`src/rtw_defines.vh`:
```
`ifndef RTW_DEFINES_VH
`define RTW_DEFINES_VH
// clock and timing
`define RTW_CLK_MHZ        200
`define RTW_CLK_NS         5
`define RTW_RST_LIMIT_US   5000
`define RTW_ST_LIMIT_US    100000
`define RTW_RST_US         1000
`define RTW_ST_US          50000
`define RTW_RTRT_NS        57000
`define RTW_RTRT_CYC       (`RTW_RTRT_NS / `RTW_CLK_NS)
// command word fields
`define RTW_CMD_ADDR_HI    15
`define RTW_CMD_ADDR_LO    11
`define RTW_CMD_TR         10
`define RTW_CMD_SA_HI      9
`define RTW_CMD_SA_LO      5
`define RTW_CMD_WC_HI      4
`define RTW_CMD_WC_LO      0
// reserved addresses and subaddresses
`define RTW_BCAST_ADDR     5'h1F
`define RTW_MODE_SA0       5'h00
`define RTW_MODE_SA1       5'h1F
`define RTW_WRAP_SA        5'h1E
// mode codes
`define RTW_MC_TX_STATUS   5'h02
`define RTW_MC_SELF_TEST   5'h03
`define RTW_MC_SHUTDOWN    5'h04
`define RTW_MC_OVERRIDE    5'h05
`define RTW_MC_RESET       5'h08
// status word bit positions
`define RTW_ST_ME          10
`define RTW_ST_SR          8
`define RTW_ST_BCR         4
`define RTW_ST_BUSY        3
`define RTW_ST_SSF         2
`define RTW_ST_TF          0
// register byte addresses
`define RTW_REG_CTRL       12'h000
`define RTW_REG_STAT       12'h004
`define RTW_REG_LASTCMD    12'h008
// control register fields and reset value
`define RTW_CTRL_SR        0
`define RTW_CTRL_SSF       1
`define RTW_CTRL_FAULT     2
`define RTW_CTRL_BCAST     3
`define RTW_CTRL_STEST     4
`define RTW_CTRL_RESET     5'h18
`endif

```
`src/rtw_core.v`:
```
// What this block does
// - reset command: status first, then reset
// - while resetting answer busy status only
// - reset completes within five milliseconds
// - self test: status first, then test
// - while testing answer busy status only
// - self test done within hundred milliseconds
// - status word always holds valid content
// - message error kept, instrumentation/reserved zero
// - broadcast received bit; no bus control
// - terminal and subsystem flag bits kept
// - busy conditions shown in busy bit
// - busy only from commands or faults
// - broadcast told apart from addressed messages
// - address 11111 only for broadcast
// - wrap subaddress receives and returns N words
// - wrap transmit returns received words exactly
// - subaddress 30 is the wrap subaddress
// - basic message formats supported, but mode codes only without a data word
// - same data path for both transfer kinds
// - late first data word invalidates message
// - status, shutdown, override, reset codes kept
// - mode subaddress 00000 and 11111 equal
// - bad wired address keeps terminal silent
//
// Decided for this implementation: the address map and register access over APB.
`timescale 1ns/1ps
`include "rtw_defines.vh"
module rtw_core #(
   parameter MAX_WC   = 32,
   parameter RST_US   = `RTW_RST_US,
   parameter ST_US    = `RTW_ST_US,
   parameter RTRT_CYC = `RTW_RTRT_CYC
) (
   input  wire        core_clk_in,
   input  wire        rst_b_in,
   input  wire [4:0]  rt_addr_in,
   input  wire        rt_addr_par_in,
   input  wire        rx_valid_in,
   input  wire [15:0] rx_word_in,
   input  wire        rx_cmd_in,
   input  wire        rx_err_in,
   input  wire        rx_bus_in,
   input  wire        rx_dsync_in,
   input  wire        tx_ready_in,
   input  wire        tx_done_in,
   input  wire        psel_in,
   input  wire        penable_in,
   input  wire        pwrite_in,
   input  wire [11:0] paddr_in,
   input  wire [31:0] pwdata_in,
   output reg         pready_out,
   output reg  [31:0] prdata_out,
   output reg         pslverr_out,
   output reg         tx_valid_out,
   output reg  [15:0] tx_word_out,
   output reg         tx_cmd_sync_out,
   output reg         tx_bus_out,
   output reg  [1:0]  tx_inhibit_out,
   output reg         rx_data_valid_out,
   output reg  [15:0] rx_data_out,
   output reg  [4:0]  rx_sa_out,
   output reg         rx_bcast_out
);
   localparam S_IDLE = 2'd0;
   localparam S_RX   = 2'd1;
   localparam S_STAT = 2'd2;
   localparam S_DATA = 2'd3;
   localparam A_NONE = 2'd0;
   localparam A_RST  = 2'd1;
   localparam A_TEST = 2'd2;

   reg  [1:0]  state_reg;
   reg  [15:0] mem_reg [0:MAX_WC-1];
   reg  [5:0]  idx_reg;
   reg  [5:0]  wc_reg;
   reg  [4:0]  sa_reg;
   reg         bc_reg;
   reg         nodata_reg;
   reg         first_reg;
   reg  [31:0] rtrt_cnt_reg;
   reg  [7:0]  div_reg;
   reg         tick_reg;
   reg  [1:0]  act_reg;
   reg  [1:0]  pend_reg;
   reg  [16:0] act_cnt_reg;
   reg  [4:0]  addr_reg;
   reg         addr_ok_reg;
   reg         strap_done_reg;
   reg         me_reg;
   reg         bcr_reg;
   reg         tf_reg;
   reg         test_done_reg;
   reg  [4:0]  ctrl_reg;
   reg  [15:0] last_cmd_reg;
   reg  [15:0] last_stat_reg;
   reg  [31:0] rdata_next;
   reg         err_next;

   wire [4:0]  c_addr = rx_word_in[`RTW_CMD_ADDR_HI:`RTW_CMD_ADDR_LO];
   wire        c_tr   = rx_word_in[`RTW_CMD_TR];
   wire [4:0]  c_sa   = rx_word_in[`RTW_CMD_SA_HI:`RTW_CMD_SA_LO];
   wire [4:0]  c_wc   = rx_word_in[`RTW_CMD_WC_HI:`RTW_CMD_WC_LO];
   wire        bc_en  = ctrl_reg[`RTW_CTRL_BCAST];
   wire        c_bc   = bc_en && (c_addr == `RTW_BCAST_ADDR);
   wire        c_me   = addr_ok_reg && (c_addr == addr_reg);
   wire        c_take = rx_valid_in && rx_cmd_in && !rx_err_in && (c_me || c_bc);
   wire        c_mode = (c_sa == `RTW_MODE_SA0) || (c_sa == `RTW_MODE_SA1);
   wire        busy   = (act_reg != A_NONE) || ctrl_reg[`RTW_CTRL_FAULT];
   wire        d_take = rx_valid_in && !rx_cmd_in;

   // zero word count encodes the full 32
   function [5:0] rtw_wc;
      input [4:0] wc;
      begin
         rtw_wc = (wc == 5'h00) ? 6'd32 : {1'b0, wc};
      end
   endfunction

   // status bits, reserved and instrumentation zero
   function [15:0] rtw_status;
      input [4:0] a;
      input       me;
      input       bcr;
      input       bsy;
      input [4:0] ctl;
      input       tf;
      begin
         rtw_status = 16'h0000;
         rtw_status[15:11] = a;
         rtw_status[`RTW_ST_ME] = me;
         rtw_status[`RTW_ST_SR] = ctl[`RTW_CTRL_SR];
         rtw_status[`RTW_ST_BCR] = bcr;
         rtw_status[`RTW_ST_BUSY] = bsy;
         rtw_status[`RTW_ST_SSF] = ctl[`RTW_CTRL_SSF];
         rtw_status[`RTW_ST_TF] = tf | ctl[`RTW_CTRL_FAULT];
      end
   endfunction

   // microsecond enable for the long activity timers
   always @(posedge core_clk_in or negedge rst_b_in)
   begin
      if (!rst_b_in)
      begin
         div_reg <= 8'h00;
         tick_reg <= 1'b0;
      end
      else
      begin
         tick_reg <= (div_reg == 8'd`RTW_CLK_MHZ - 8'd1);
         div_reg <= (div_reg == 8'd`RTW_CLK_MHZ - 8'd1) ? 8'h00 : div_reg + 8'd1;
      end
   end

   // straps caught one edge after reset release
   always @(posedge core_clk_in or negedge rst_b_in)
   begin
      if (!rst_b_in)
      begin
         strap_done_reg <= 1'b0;
         addr_reg <= 5'h00;
         addr_ok_reg <= 1'b0;
      end
      else if (!strap_done_reg)
      begin
         strap_done_reg <= 1'b1;
         addr_reg <= rt_addr_in;
         // odd parity and no broadcast address
         addr_ok_reg <= (^{rt_addr_in, rt_addr_par_in}) && (rt_addr_in != `RTW_BCAST_ADDR);
      end
   end

   // APB decode
   always @*
   begin
      rdata_next = 32'h0000_0000;
      err_next = 1'b0;
      if (paddr_in == `RTW_REG_CTRL)
         rdata_next = {27'h0, ctrl_reg};
      else if (paddr_in == `RTW_REG_STAT)
         rdata_next = {last_stat_reg, 2'h0, tf_reg, test_done_reg, act_reg,
                       tx_inhibit_out, addr_ok_reg, addr_reg, state_reg};
      else if (paddr_in == `RTW_REG_LASTCMD)
         rdata_next = {16'h0, last_cmd_reg};
      else
         err_next = 1'b1;
   end

   always @(posedge core_clk_in or negedge rst_b_in)
   begin
      if (!rst_b_in)
      begin
         pready_out <= 1'b0;
         prdata_out <= 32'h0000_0000;
         pslverr_out <= 1'b0;
         ctrl_reg <= `RTW_CTRL_RESET;
      end
      else
      begin
         // one wait-free access phase after each setup
         pready_out <= psel_in && !penable_in;
         pslverr_out <= psel_in && !penable_in && err_next;
         if (psel_in && !penable_in)
            prdata_out <= pwrite_in ? 32'h0000_0000 : rdata_next;
         if (psel_in && penable_in && pready_out && pwrite_in && paddr_in == `RTW_REG_CTRL)
            ctrl_reg <= pwdata_in[4:0];
      end
   end

   // wrap-around storage, one word per index
   genvar gi;
   generate
      for (gi = 0; gi < MAX_WC; gi = gi + 1)
      begin : g_mem
         always @(posedge core_clk_in or negedge rst_b_in)
         begin
            if (!rst_b_in)
               mem_reg[gi] <= 16'h0000;
            else if (state_reg == S_RX && d_take && !rx_err_in && idx_reg == gi
                     && sa_reg == `RTW_WRAP_SA)
               mem_reg[gi] <= rx_word_in;
         end
      end
   endgenerate

   always @(posedge core_clk_in or negedge rst_b_in)
   begin
      if (!rst_b_in)
      begin
         state_reg <= S_IDLE;
         idx_reg <= 6'd0;
         wc_reg <= 6'd0;
         sa_reg <= 5'h00;
         bc_reg <= 1'b0;
         nodata_reg <= 1'b0;
         first_reg <= 1'b0;
         rtrt_cnt_reg <= 32'd0;
         act_reg <= A_NONE;
         pend_reg <= A_NONE;
         act_cnt_reg <= 17'd0;
         me_reg <= 1'b0;
         bcr_reg <= 1'b0;
         tf_reg <= 1'b0;
         test_done_reg <= 1'b0;
         last_cmd_reg <= 16'h0000;
         last_stat_reg <= 16'h0000;
         tx_valid_out <= 1'b0;
         tx_word_out <= 16'h0000;
         tx_cmd_sync_out <= 1'b0;
         tx_bus_out <= 1'b0;
         tx_inhibit_out <= 2'b00;
         rx_data_valid_out <= 1'b0;
         rx_data_out <= 16'h0000;
         rx_sa_out <= 5'h00;
         rx_bcast_out <= 1'b0;
      end
      else
      begin
         rx_data_valid_out <= 1'b0;
         // activity starts once status parity is out
         if (tx_done_in && pend_reg != A_NONE && state_reg == S_IDLE)
         begin
            act_reg <= pend_reg;
            pend_reg <= A_NONE;
            act_cnt_reg <= 17'd0;
            if (pend_reg == A_RST)
            begin
               tx_inhibit_out <= 2'b00;
               me_reg <= 1'b0;
               bcr_reg <= 1'b0;
            end
            else
               test_done_reg <= 1'b0;
         end
         else if (act_reg != A_NONE && tick_reg)
         begin
            if (act_reg == A_RST && act_cnt_reg == RST_US - 1)
               act_reg <= A_NONE;
            // self test result ready inside limit
            else if (act_reg == A_TEST && act_cnt_reg == ST_US - 1)
            begin
               act_reg <= A_NONE;
               test_done_reg <= 1'b1;
               tf_reg <= ctrl_reg[`RTW_CTRL_FAULT];
            end
            else
               act_cnt_reg <= act_cnt_reg + 17'd1;
         end
         case (state_reg)
            S_IDLE, S_RX:
            begin
               if (state_reg == S_RX && !first_reg)
               begin
                  rtrt_cnt_reg <= rtrt_cnt_reg + 32'd1;
                  if (rx_dsync_in)
                     first_reg <= 1'b1;
               end
               if (c_take)
               begin
                  last_cmd_reg <= rx_word_in;
                  tx_bus_out <= rx_bus_in;
                  sa_reg <= c_sa;
                  bc_reg <= c_bc;
                  wc_reg <= rtw_wc(c_wc);
                  idx_reg <= 6'd0;
                  if (!(c_mode && c_wc == `RTW_MC_TX_STATUS))
                  begin
                     me_reg <= 1'b0;
                     bcr_reg <= c_bc;
                  end
                  if (c_mode)
                  begin
                     if (c_wc == `RTW_MC_SHUTDOWN)
                        tx_inhibit_out[~rx_bus_in] <= 1'b1;
                     if (c_wc == `RTW_MC_OVERRIDE)
                        tx_inhibit_out[~rx_bus_in] <= 1'b0;
                     if (c_wc == `RTW_MC_RESET && !c_bc)
                        pend_reg <= A_RST;
                     // self test follows the status word
                     if (c_wc == `RTW_MC_SELF_TEST && !c_bc && ctrl_reg[`RTW_CTRL_STEST])
                        pend_reg <= A_TEST;
                     nodata_reg <= 1'b1;
                     state_reg <= c_bc ? S_IDLE : S_STAT;
                  end
                  else if (!c_tr)
                  begin
                     rtrt_cnt_reg <= 32'd0;
                     first_reg <= 1'b0;
                     state_reg <= S_RX;
                  end
                  else
                  begin
                     nodata_reg <= busy;
                     state_reg <= c_bc ? S_IDLE : S_STAT;
                  end
               end
               else if (state_reg == S_RX && !first_reg && RTRT_CYC <= rtrt_cnt_reg)
               begin
                  me_reg <= 1'b1;
                  state_reg <= S_IDLE;
               end
               else if (state_reg == S_RX && d_take)
               begin
                  if (rx_err_in)
                  begin
                     me_reg <= 1'b1;
                     state_reg <= S_IDLE;
                  end
                  else
                  begin
                     // one path for both receive kinds
                     rx_data_valid_out <= 1'b1;
                     rx_data_out <= rx_word_in;
                     rx_sa_out <= sa_reg;
                     rx_bcast_out <= bc_reg;
                     idx_reg <= idx_reg + 6'd1;
                     if (idx_reg + 6'd1 == wc_reg)
                     begin
                        nodata_reg <= 1'b1;
                        state_reg <= bc_reg ? S_IDLE : S_STAT;
                     end
                  end
               end
            end
            S_STAT:
            begin
               if (!tx_valid_out)
               begin
                  tx_valid_out <= 1'b1;
                  tx_cmd_sync_out <= 1'b1;
                  // live status word
                  // tx-status leaves me and bcr alone, so a live word is valid even after power up
                  tx_word_out <= rtw_status(addr_reg, me_reg, bcr_reg, busy, ctrl_reg, tf_reg);
                  last_stat_reg <= rtw_status(addr_reg, me_reg, bcr_reg, busy, ctrl_reg, tf_reg);
               end
               else if (tx_ready_in)
               begin
                  tx_valid_out <= 1'b0;
                  idx_reg <= 6'd0;
                  state_reg <= nodata_reg ? S_IDLE : S_DATA;
               end
            end
            S_DATA:
            begin
               if (!tx_valid_out)
               begin
                  tx_valid_out <= 1'b1;
                  tx_cmd_sync_out <= 1'b0;
                  tx_word_out <= mem_reg[idx_reg[4:0]];
               end
               else if (tx_ready_in)
               begin
                  tx_valid_out <= 1'b0;
                  idx_reg <= idx_reg + 6'd1;
                  if (idx_reg + 6'd1 == wc_reg)
                     state_reg <= S_IDLE;
               end
            end
            default:
               state_reg <= S_IDLE;
         endcase
      end
   end
endmodule

```
`config.mk`:
```
export PLATFORM = sky130hd
export DESIGN_NAME = rtw_core
export DESIGN_NICKNAME = d
export VERILOG_FILES = /design/src/rtw_core.v
export VERILOG_INCLUDE_DIRS = /design/src
export SDC_FILE = /design/constraint.sdc
export NUM_CORES = 1
export LEC_CHECK = 0
export BUFFER_PORTS_ARGS = -buffer_cell sky130_fd_sc_hd__buf_4
export CAP_MARGIN = 30
export CORE_MARGIN = 2
export CORE_UTILIZATION = 30
export CTS_CLUSTER_DIAMETER = 150
export CTS_CLUSTER_SIZE = 30
export DETAILED_ROUTE_END_ITERATION = 12
export GPL_TIMING_DRIVEN = 0
export HOLD_SLACK_MARGIN = 0.15
export PLACE_DENSITY = 0.5
export SYNTH_ARGS = -nofsm -noshare
export SYNTH_HDL_FRONTEND = slang
export SYNTH_SLANG_ARGS = --single-unit
```
`constraint.sdc`:
```
create_clock -name core_clk_in -period 3.75 [get_ports core_clk_in]
set_clock_uncertainty 0.05 [all_clocks]
set_input_delay 0.5625 -clock core_clk_in [delete_from_list [all_inputs] [get_ports core_clk_in]]
set_output_delay 0.5625 -clock core_clk_in [all_outputs]
set_load 0.02 [all_outputs]
```
Word level (Yosys, flattened, before mapping):

Cells that the tools add are included.
W data, S select, Z words.

* register bits after elaboration: 717
* input bits: 78
* output and inout port bits: 78

* $add $sub $neg: 4
* order comparisons: 4
* eq/ne operators: 71
* mux-type cells: 110
* bitwise logic cells: 12
* reductions and logical operators: 126

Operators with widths (count)
* $mux W32: 7
* $eq A6 B5 Y1 const B: 16
* $logic_and A1 B1 Y1: 91
* $bmux W16 S5: 1
* $mux W16: 5
* $mux W2: 35
* $mux W17: 4
* $mux W6: 9
* $eq A6 B4 Y1 const B: 8
* $mux W1: 43
* $add A32 B1 Y32 const B: 1
* $le A14 B32 Y1 const A: 1
* $pmux W16 S2: 1
* $eq A6 B3 Y1 const B: 4
* $ne A2 B2 Y1 const B: 11
* $pmux W6 S3: 1
* $add A17 B1 Y17 const B: 1
* $eq A17 B10 Y1 const B: 1
* $eq A17 B16 Y1 const B: 1
* $eq A5 B5 Y1 const B: 3
* $reduce_and A7 Y1: 2
* $reduce_bool A2 Y1: 7
* $eq A12 B3 Y1 const B: 1
* $eq A12 B4 Y1 const B: 1
* other kinds (44): 72

Logic depth before layout (Yosys ltp):

* word-level depth: 15
* gate-level depth with buffers: 10
* depth with buffers taken out: 7

Least setup slack after synthesis:

No wires, ideal clock.

* path kind: register to register
* start point: reg idx_reg[1]
* end point: reg mem_reg[247] (netlist bit)
* setup time: 125 ps
* arrival time: 2700 ps
* data required time: 3575 ps
* setup slack: 875 ps
* cell stages (with the launch flop): 10
* clock period less this slack: 2875 ps
* cell sequence: dfrtp_1 -> clkbuf_1 -> clkbuf_1 -> clkbuf_1 -> inv_1 -> ha_1 -> buf_1 -> nand4_1 -> clkbuf_1 -> mux2_2

* cells in the longest elaborated chain, start to end: 3

Ends and longest elaborated chain
* from (decl): line rtw_core.v:75 `reg [5:0] idx_reg;`
* from (signal assigned): line rtw_core.v:356 `idx_reg <= idx_reg + 6'd1;`
* from (signal assigned): line rtw_core.v:394 `idx_reg <= idx_reg + 6'd1;`
* $eq A6 B5 Y1: line rtw_core.v:219 `else if (state_reg == S_RX && d_take && !rx_err_in && idx_reg == gi`
* $logic_and A1 B1 Y1: line rtw_core.v:219
* $logic_and A1 B1 Y1 (no source line)
* to (signal, indexed assignment): line rtw_core.v:221 `mem_reg[gi] <= rx_word_in;`
* to (decl): line rtw_core.v:74 `reg [15:0] mem_reg [0:MAX_WC-1];`

Every way passes these cells.
A chain may end at the register's enable or synchronous reset.

Worst setup path after layout:

* start point: reg idx_reg[1]
* end point: reg tx_word_out[8]

* cells in the longest elaborated chain, start to end: 6

Ends and longest elaborated chain
* $not A5 Y6 (implied by the code): line rtw_core.v:389 `tx_word_out <= mem_reg[idx_reg[4:0]];`
* $bmux W16 S5: line rtw_core.v:389
* $mux W16 (implied by the code) (2 in a row): line rtw_core.v:389
* $mux W16: line rtw_core.v:385 `if (!tx_valid_out)`
* $pmux W16 S2: line rtw_core.v:289 `case (state_reg)`
* to (signal assigned): line rtw_core.v:373 `tx_word_out <= rtw_status(addr_reg, me_reg, bcr_reg, busy, ctrl_reg, tf_reg);`
* to (signal assigned): line rtw_core.v:389
* to (decl): line rtw_core.v:56 `output reg [15:0] tx_word_out,`

Every way passes these cells. The select of a mux whose other input is x is not followed.

==> impl_summary.log <==
[metrics] outcome: finished, final reports clean
[metrics] Rows: 121
[metrics] internal cell power: 9640 µW
[metrics] overall global routing resource usage: 16.8%
[metrics] CTS tree: done
[metrics] area of the die: ~110000 µm²
[metrics] Sequential Power Share: 59.3%
[metrics] Clock H-tree levels: 1
[metrics] synthesized area per cell: about 14 µm²
[metrics] clk buf depth: 3
[metrics] cell types occupying the most area after synthesis: sky130_fd_sc_hd__dfrtp_1 54%, sky130_fd_sc_hd__mux2_2 15%, sky130_fd_sc_hd__mux4_2 11%
[metrics] count of synthesis-stage warnings from yosys: 0
[metrics] period utilization: a little over nine tenths
[metrics] final hold violations: 0
[metrics] total leakage power: about 0.017 µW
[metrics] Max Cap Viol: 0
[metrics] total gr overflow: 0
[metrics] headroom to the max-slew limit: 29.3%
[metrics] final setup violation count: 0
[metrics] share of the synthesized area in the top cell type: 53.8%
[metrics] number of vias per cell: 5.08
[metrics] data required time at the worst endpoint: 4.19 ns
[metrics] category of the worst setup path capture point: register
[metrics] total net switching power: 3620 µW
[metrics] antenna cells: 0
[metrics] clock latency on the worst-skew pair: around 0.64 ns
[metrics] Die W: 335 µm
[metrics] Clk pwr share: 28.4%
[metrics] data arrival time at the worst-slack endpoint: 4.08 ns
[metrics] maximum number of pins on one net before global-route repair: 128
[metrics] flip-flop count of the largest register after layout: 512
[metrics] slew at the pin closest to its max-slew limit: 1.06 ns
[metrics] total power after layout: 13300 µW
[metrics] final estimated routing congestion in global placement: 0.818
[metrics] router iterations before antenna repair: 6
[metrics] setup repair after global routing missed its margin: false
[metrics] CTS sink count: roughly 710
[metrics] layout cell share with drive strength beyond 1: 39.5%
[metrics] antenna-violating nets left: 0
[metrics] most common library cell in the layout ignoring fill and taps: sky130_fd_sc_hd__dfrtp_1
[metrics] Sw Ratio: 27.3%
[metrics] critical path start-end classification: reg -> reg
[metrics] half-perimeter wire length of the detailed placement result: 69900 µm
[metrics] sequential fraction of the synthesis area: 53.9%
[metrics] area added between synthesis and finish: 12.3%
[metrics] library cell with the largest summed area after synthesis: sky130_fd_sc_hd__dfrtp_1
[metrics] Routed Wire Length: 94600 µm
[metrics] class of the most critical hold timing path: in -> reg
[metrics] Primary FF master, synth: sky130_fd_sc_hd__dfrtp_1
[metrics] clock transition at the register clock pins on the worst setup and hold paths after CTS: 0.13 ns
[metrics] count of flip-flops with a built-in enable after synthesis: 0
[metrics] share of flip-flops with an asynchronous set or reset after synthesis: 100%
[metrics] worst-case vdd ir drop: roughly 0.00044 V
[metrics] initial antenna violation count: 3
[metrics] post-detailed-route wirelength per cell: 24.3 µm
[metrics] Pins Over Slew Limit: 0
[metrics] first-pass GRT wire length: between 100000 and 150000 µm
[metrics] port buffer count: 109
[metrics] initial cell density of the core: a little under a third
[metrics] post-synthesis register bit count: 707
[metrics] DRC viols: 0
[metrics] areal power density over the cells: 360 nW/µm²
[metrics] floorplan die height: 335 µm
[metrics] number of ports placed on the die boundary: ~160
[metrics] number of instances in the synthesized netlist: 2275
[metrics] Clock Tree Root: sky130_fd_sc_hd__clkbuf_16
[metrics] maximum fanout along the worst path: 10
[metrics] count of different cell masters after synthesis: 70
[metrics] fill cell instance count of the final layout: 10500
[metrics] Final nets: 2546
[metrics] post-synth design cell area: 32800 µm²
[metrics] vias: 19700
[metrics] starting DRC count in detailed routing: around 1300
[metrics] startpoint types: register
[metrics] post-layout min period: about 3.6 ns
[metrics] number of CTS-inserted buffers: 27
[metrics] Std-Cell Core Area: approximately 110000 µm²
[metrics] highest-count cells in the layout ignoring fill and taps: 705 x sky130_fd_sc_hd__dfrtp_1, 448 x sky130_fd_sc_hd__mux2_2, 160 x sky130_fd_sc_hd__mux4_2
[metrics] Peak Freq: 275 MHz
[metrics] combinational share of power: about an eighth
[metrics] Post-Route Utilization: 33.9%
[metrics] via count of the first global-routing pass: 21200
routing by layer:
metal / track usage (%) / vias up / part of all wire, %
met1: 22.5 / 10800 / 44
met5: 0 / - / 0.027
met3: 1.72 / 84 / 3.0
met4: 3.92 / 4 / 2.3
li1: - / 8600 / -
met2: 29.4 / 292 / 51
worst paths after layout:
check | from | endpoint | slack [ns] | cells after the start
max in group asynchronous | rst_b_in | ctrl_reg[3] | 1.50 | 4
setup / recovery | idx_reg[1] | tx_word_out[8] | 0.12 | 7
hold / removal | rt_addr_in[0] | addr_reg[0] | 0.22 | 3
min in group asynchronous | rst_b_in | mem_reg[488] | 0.58 | 2
hold reg to reg | last_cmd_reg[4] | last_cmd_reg[4] | 0.44 | 2
setup reg to reg | idx_reg[1] | tx_word_out[8] | 0.12 | 7
stage by stage:
step | hold WS [ns] | cell area (µm²) | setup TNS (ns) | setup slack, ns | cells
3_3_place_gp | 0.408 | 35400 | -4015.99 | -5.70 | 3802
3_5_place_dp | 0.413 | 35800 | -130.85 | -1.12 | 3822
5_1_grt | 0.195 | 36800 | 0 | 0.0230 | 3885
2_1_floorplan | 0.217 | 32800 | 0 | 0.875 | 2279
6_report | 0.218 | 36800 | 0 | 0.117 | 3885
4_1_cts | 0.173 | 36800 | 0 | 0.00222 | 3878
kinds of logic after synthesis:
| group | count (synthesis) | share of synthesized area [%] |
|---|---|---|
| simple gates | 398 | 6.50 |
| fa+ha+maj | 8 | 0.305 |
| xor+xnor | 62 | 1.65 |
| flops | 707 | 53.9 |
| other cells | 2 | 0.0229 |
| buf+inv | 224 | 3.03 |
| compound gates | 146 | 3.02 |
| mux | 728 | 31.5 |
synthesized netlist by cell type (11+ instances only):
cell / n
sky130_fd_sc_hd__xnor2_1: 34
sky130_fd_sc_hd__xor2_1: 28
sky130_fd_sc_hd__nand2_1: 128
sky130_fd_sc_hd__mux2i_1: 20
sky130_fd_sc_hd__dfrtp_1: 705
sky130_fd_sc_hd__mux2_4: 100
sky130_fd_sc_hd__nor2_1: 83
sky130_fd_sc_hd__nor2b_1: 11
sky130_fd_sc_hd__mux4_2: 160
sky130_fd_sc_hd__mux2_2: 448
sky130_fd_sc_hd__nand3_1: 29
sky130_fd_sc_hd__buf_2: 30
sky130_fd_sc_hd__nor4_1: 11
sky130_fd_sc_hd__and3_1: 19
sky130_fd_sc_hd__a21oi_1: 27
sky130_fd_sc_hd__clkbuf_1: 122
sky130_fd_sc_hd__buf_1: 19
sky130_fd_sc_hd__nor3_1: 19
sky130_fd_sc_hd__o21ai_0: 42
sky130_fd_sc_hd__a22o_1: 17
sky130_fd_sc_hd__inv_1: 35
sky130_fd_sc_hd__nand4_1: 27
power by group through the flow:
stage / Sequential (µW) / Combinational, µW / Clock, µW
after detailed placement: 8010 / 1630 / 0
after global routing: 7880 / 1770 / 4190
after CTS: 7860 / 1660 / 3920
final: 7860 / 1630 / 3760
after global placement: 8010 / 1540 / 0
after floorplan: 7960 / 890 / 0
cell type report:
type / count / area [µm²] / share of cell area, %
Tap cell: 1414 / 1770 / 4.80
Multi-Input combinational cell: 1348 / 14200 / 38.5
Inverter: 35 / 131 / 0.357
Sequential cell: 707 / 17700 / 48.0
Timing Repair Buffer: 154 / 1450 / 3.93
Clock buffer: 38 / 717 / 1.95
Buffer: 187 / 900 / 2.44
Clock inverter: 2 / 17.5 / 0.0475
worst max-delay path, cell delays in order, from the launching register on:
cell                              delay [ns]
sky130_fd_sc_hd__dfrtp_1                0.44
sky130_fd_sc_hd__clkbuf_1               0.29
sky130_fd_sc_hd__clkbuf_4               0.38
sky130_fd_sc_hd__clkdlybuf4s15_1        0.77
sky130_fd_sc_hd__mux4_2                 0.46
sky130_fd_sc_hd__mux4_2                 0.49
sky130_fd_sc_hd__mux2i_2                0.44
sky130_fd_sc_hd__o21ai_0                0.14
timing repair:
| action | in CTS | in global routing |
|---|---|---|
| setup buffers | 5 | 5 |
| hold buffers | 12 | 0 |
| pin swaps | 3 | 1 |
| resized for setup | 24 | 5 |
| hold endpoints to repair | 123 | 0 |
| endpoints found under the setup margin | 314 | 104 |
Note: power is estimated with default switching activity, not from simulation.
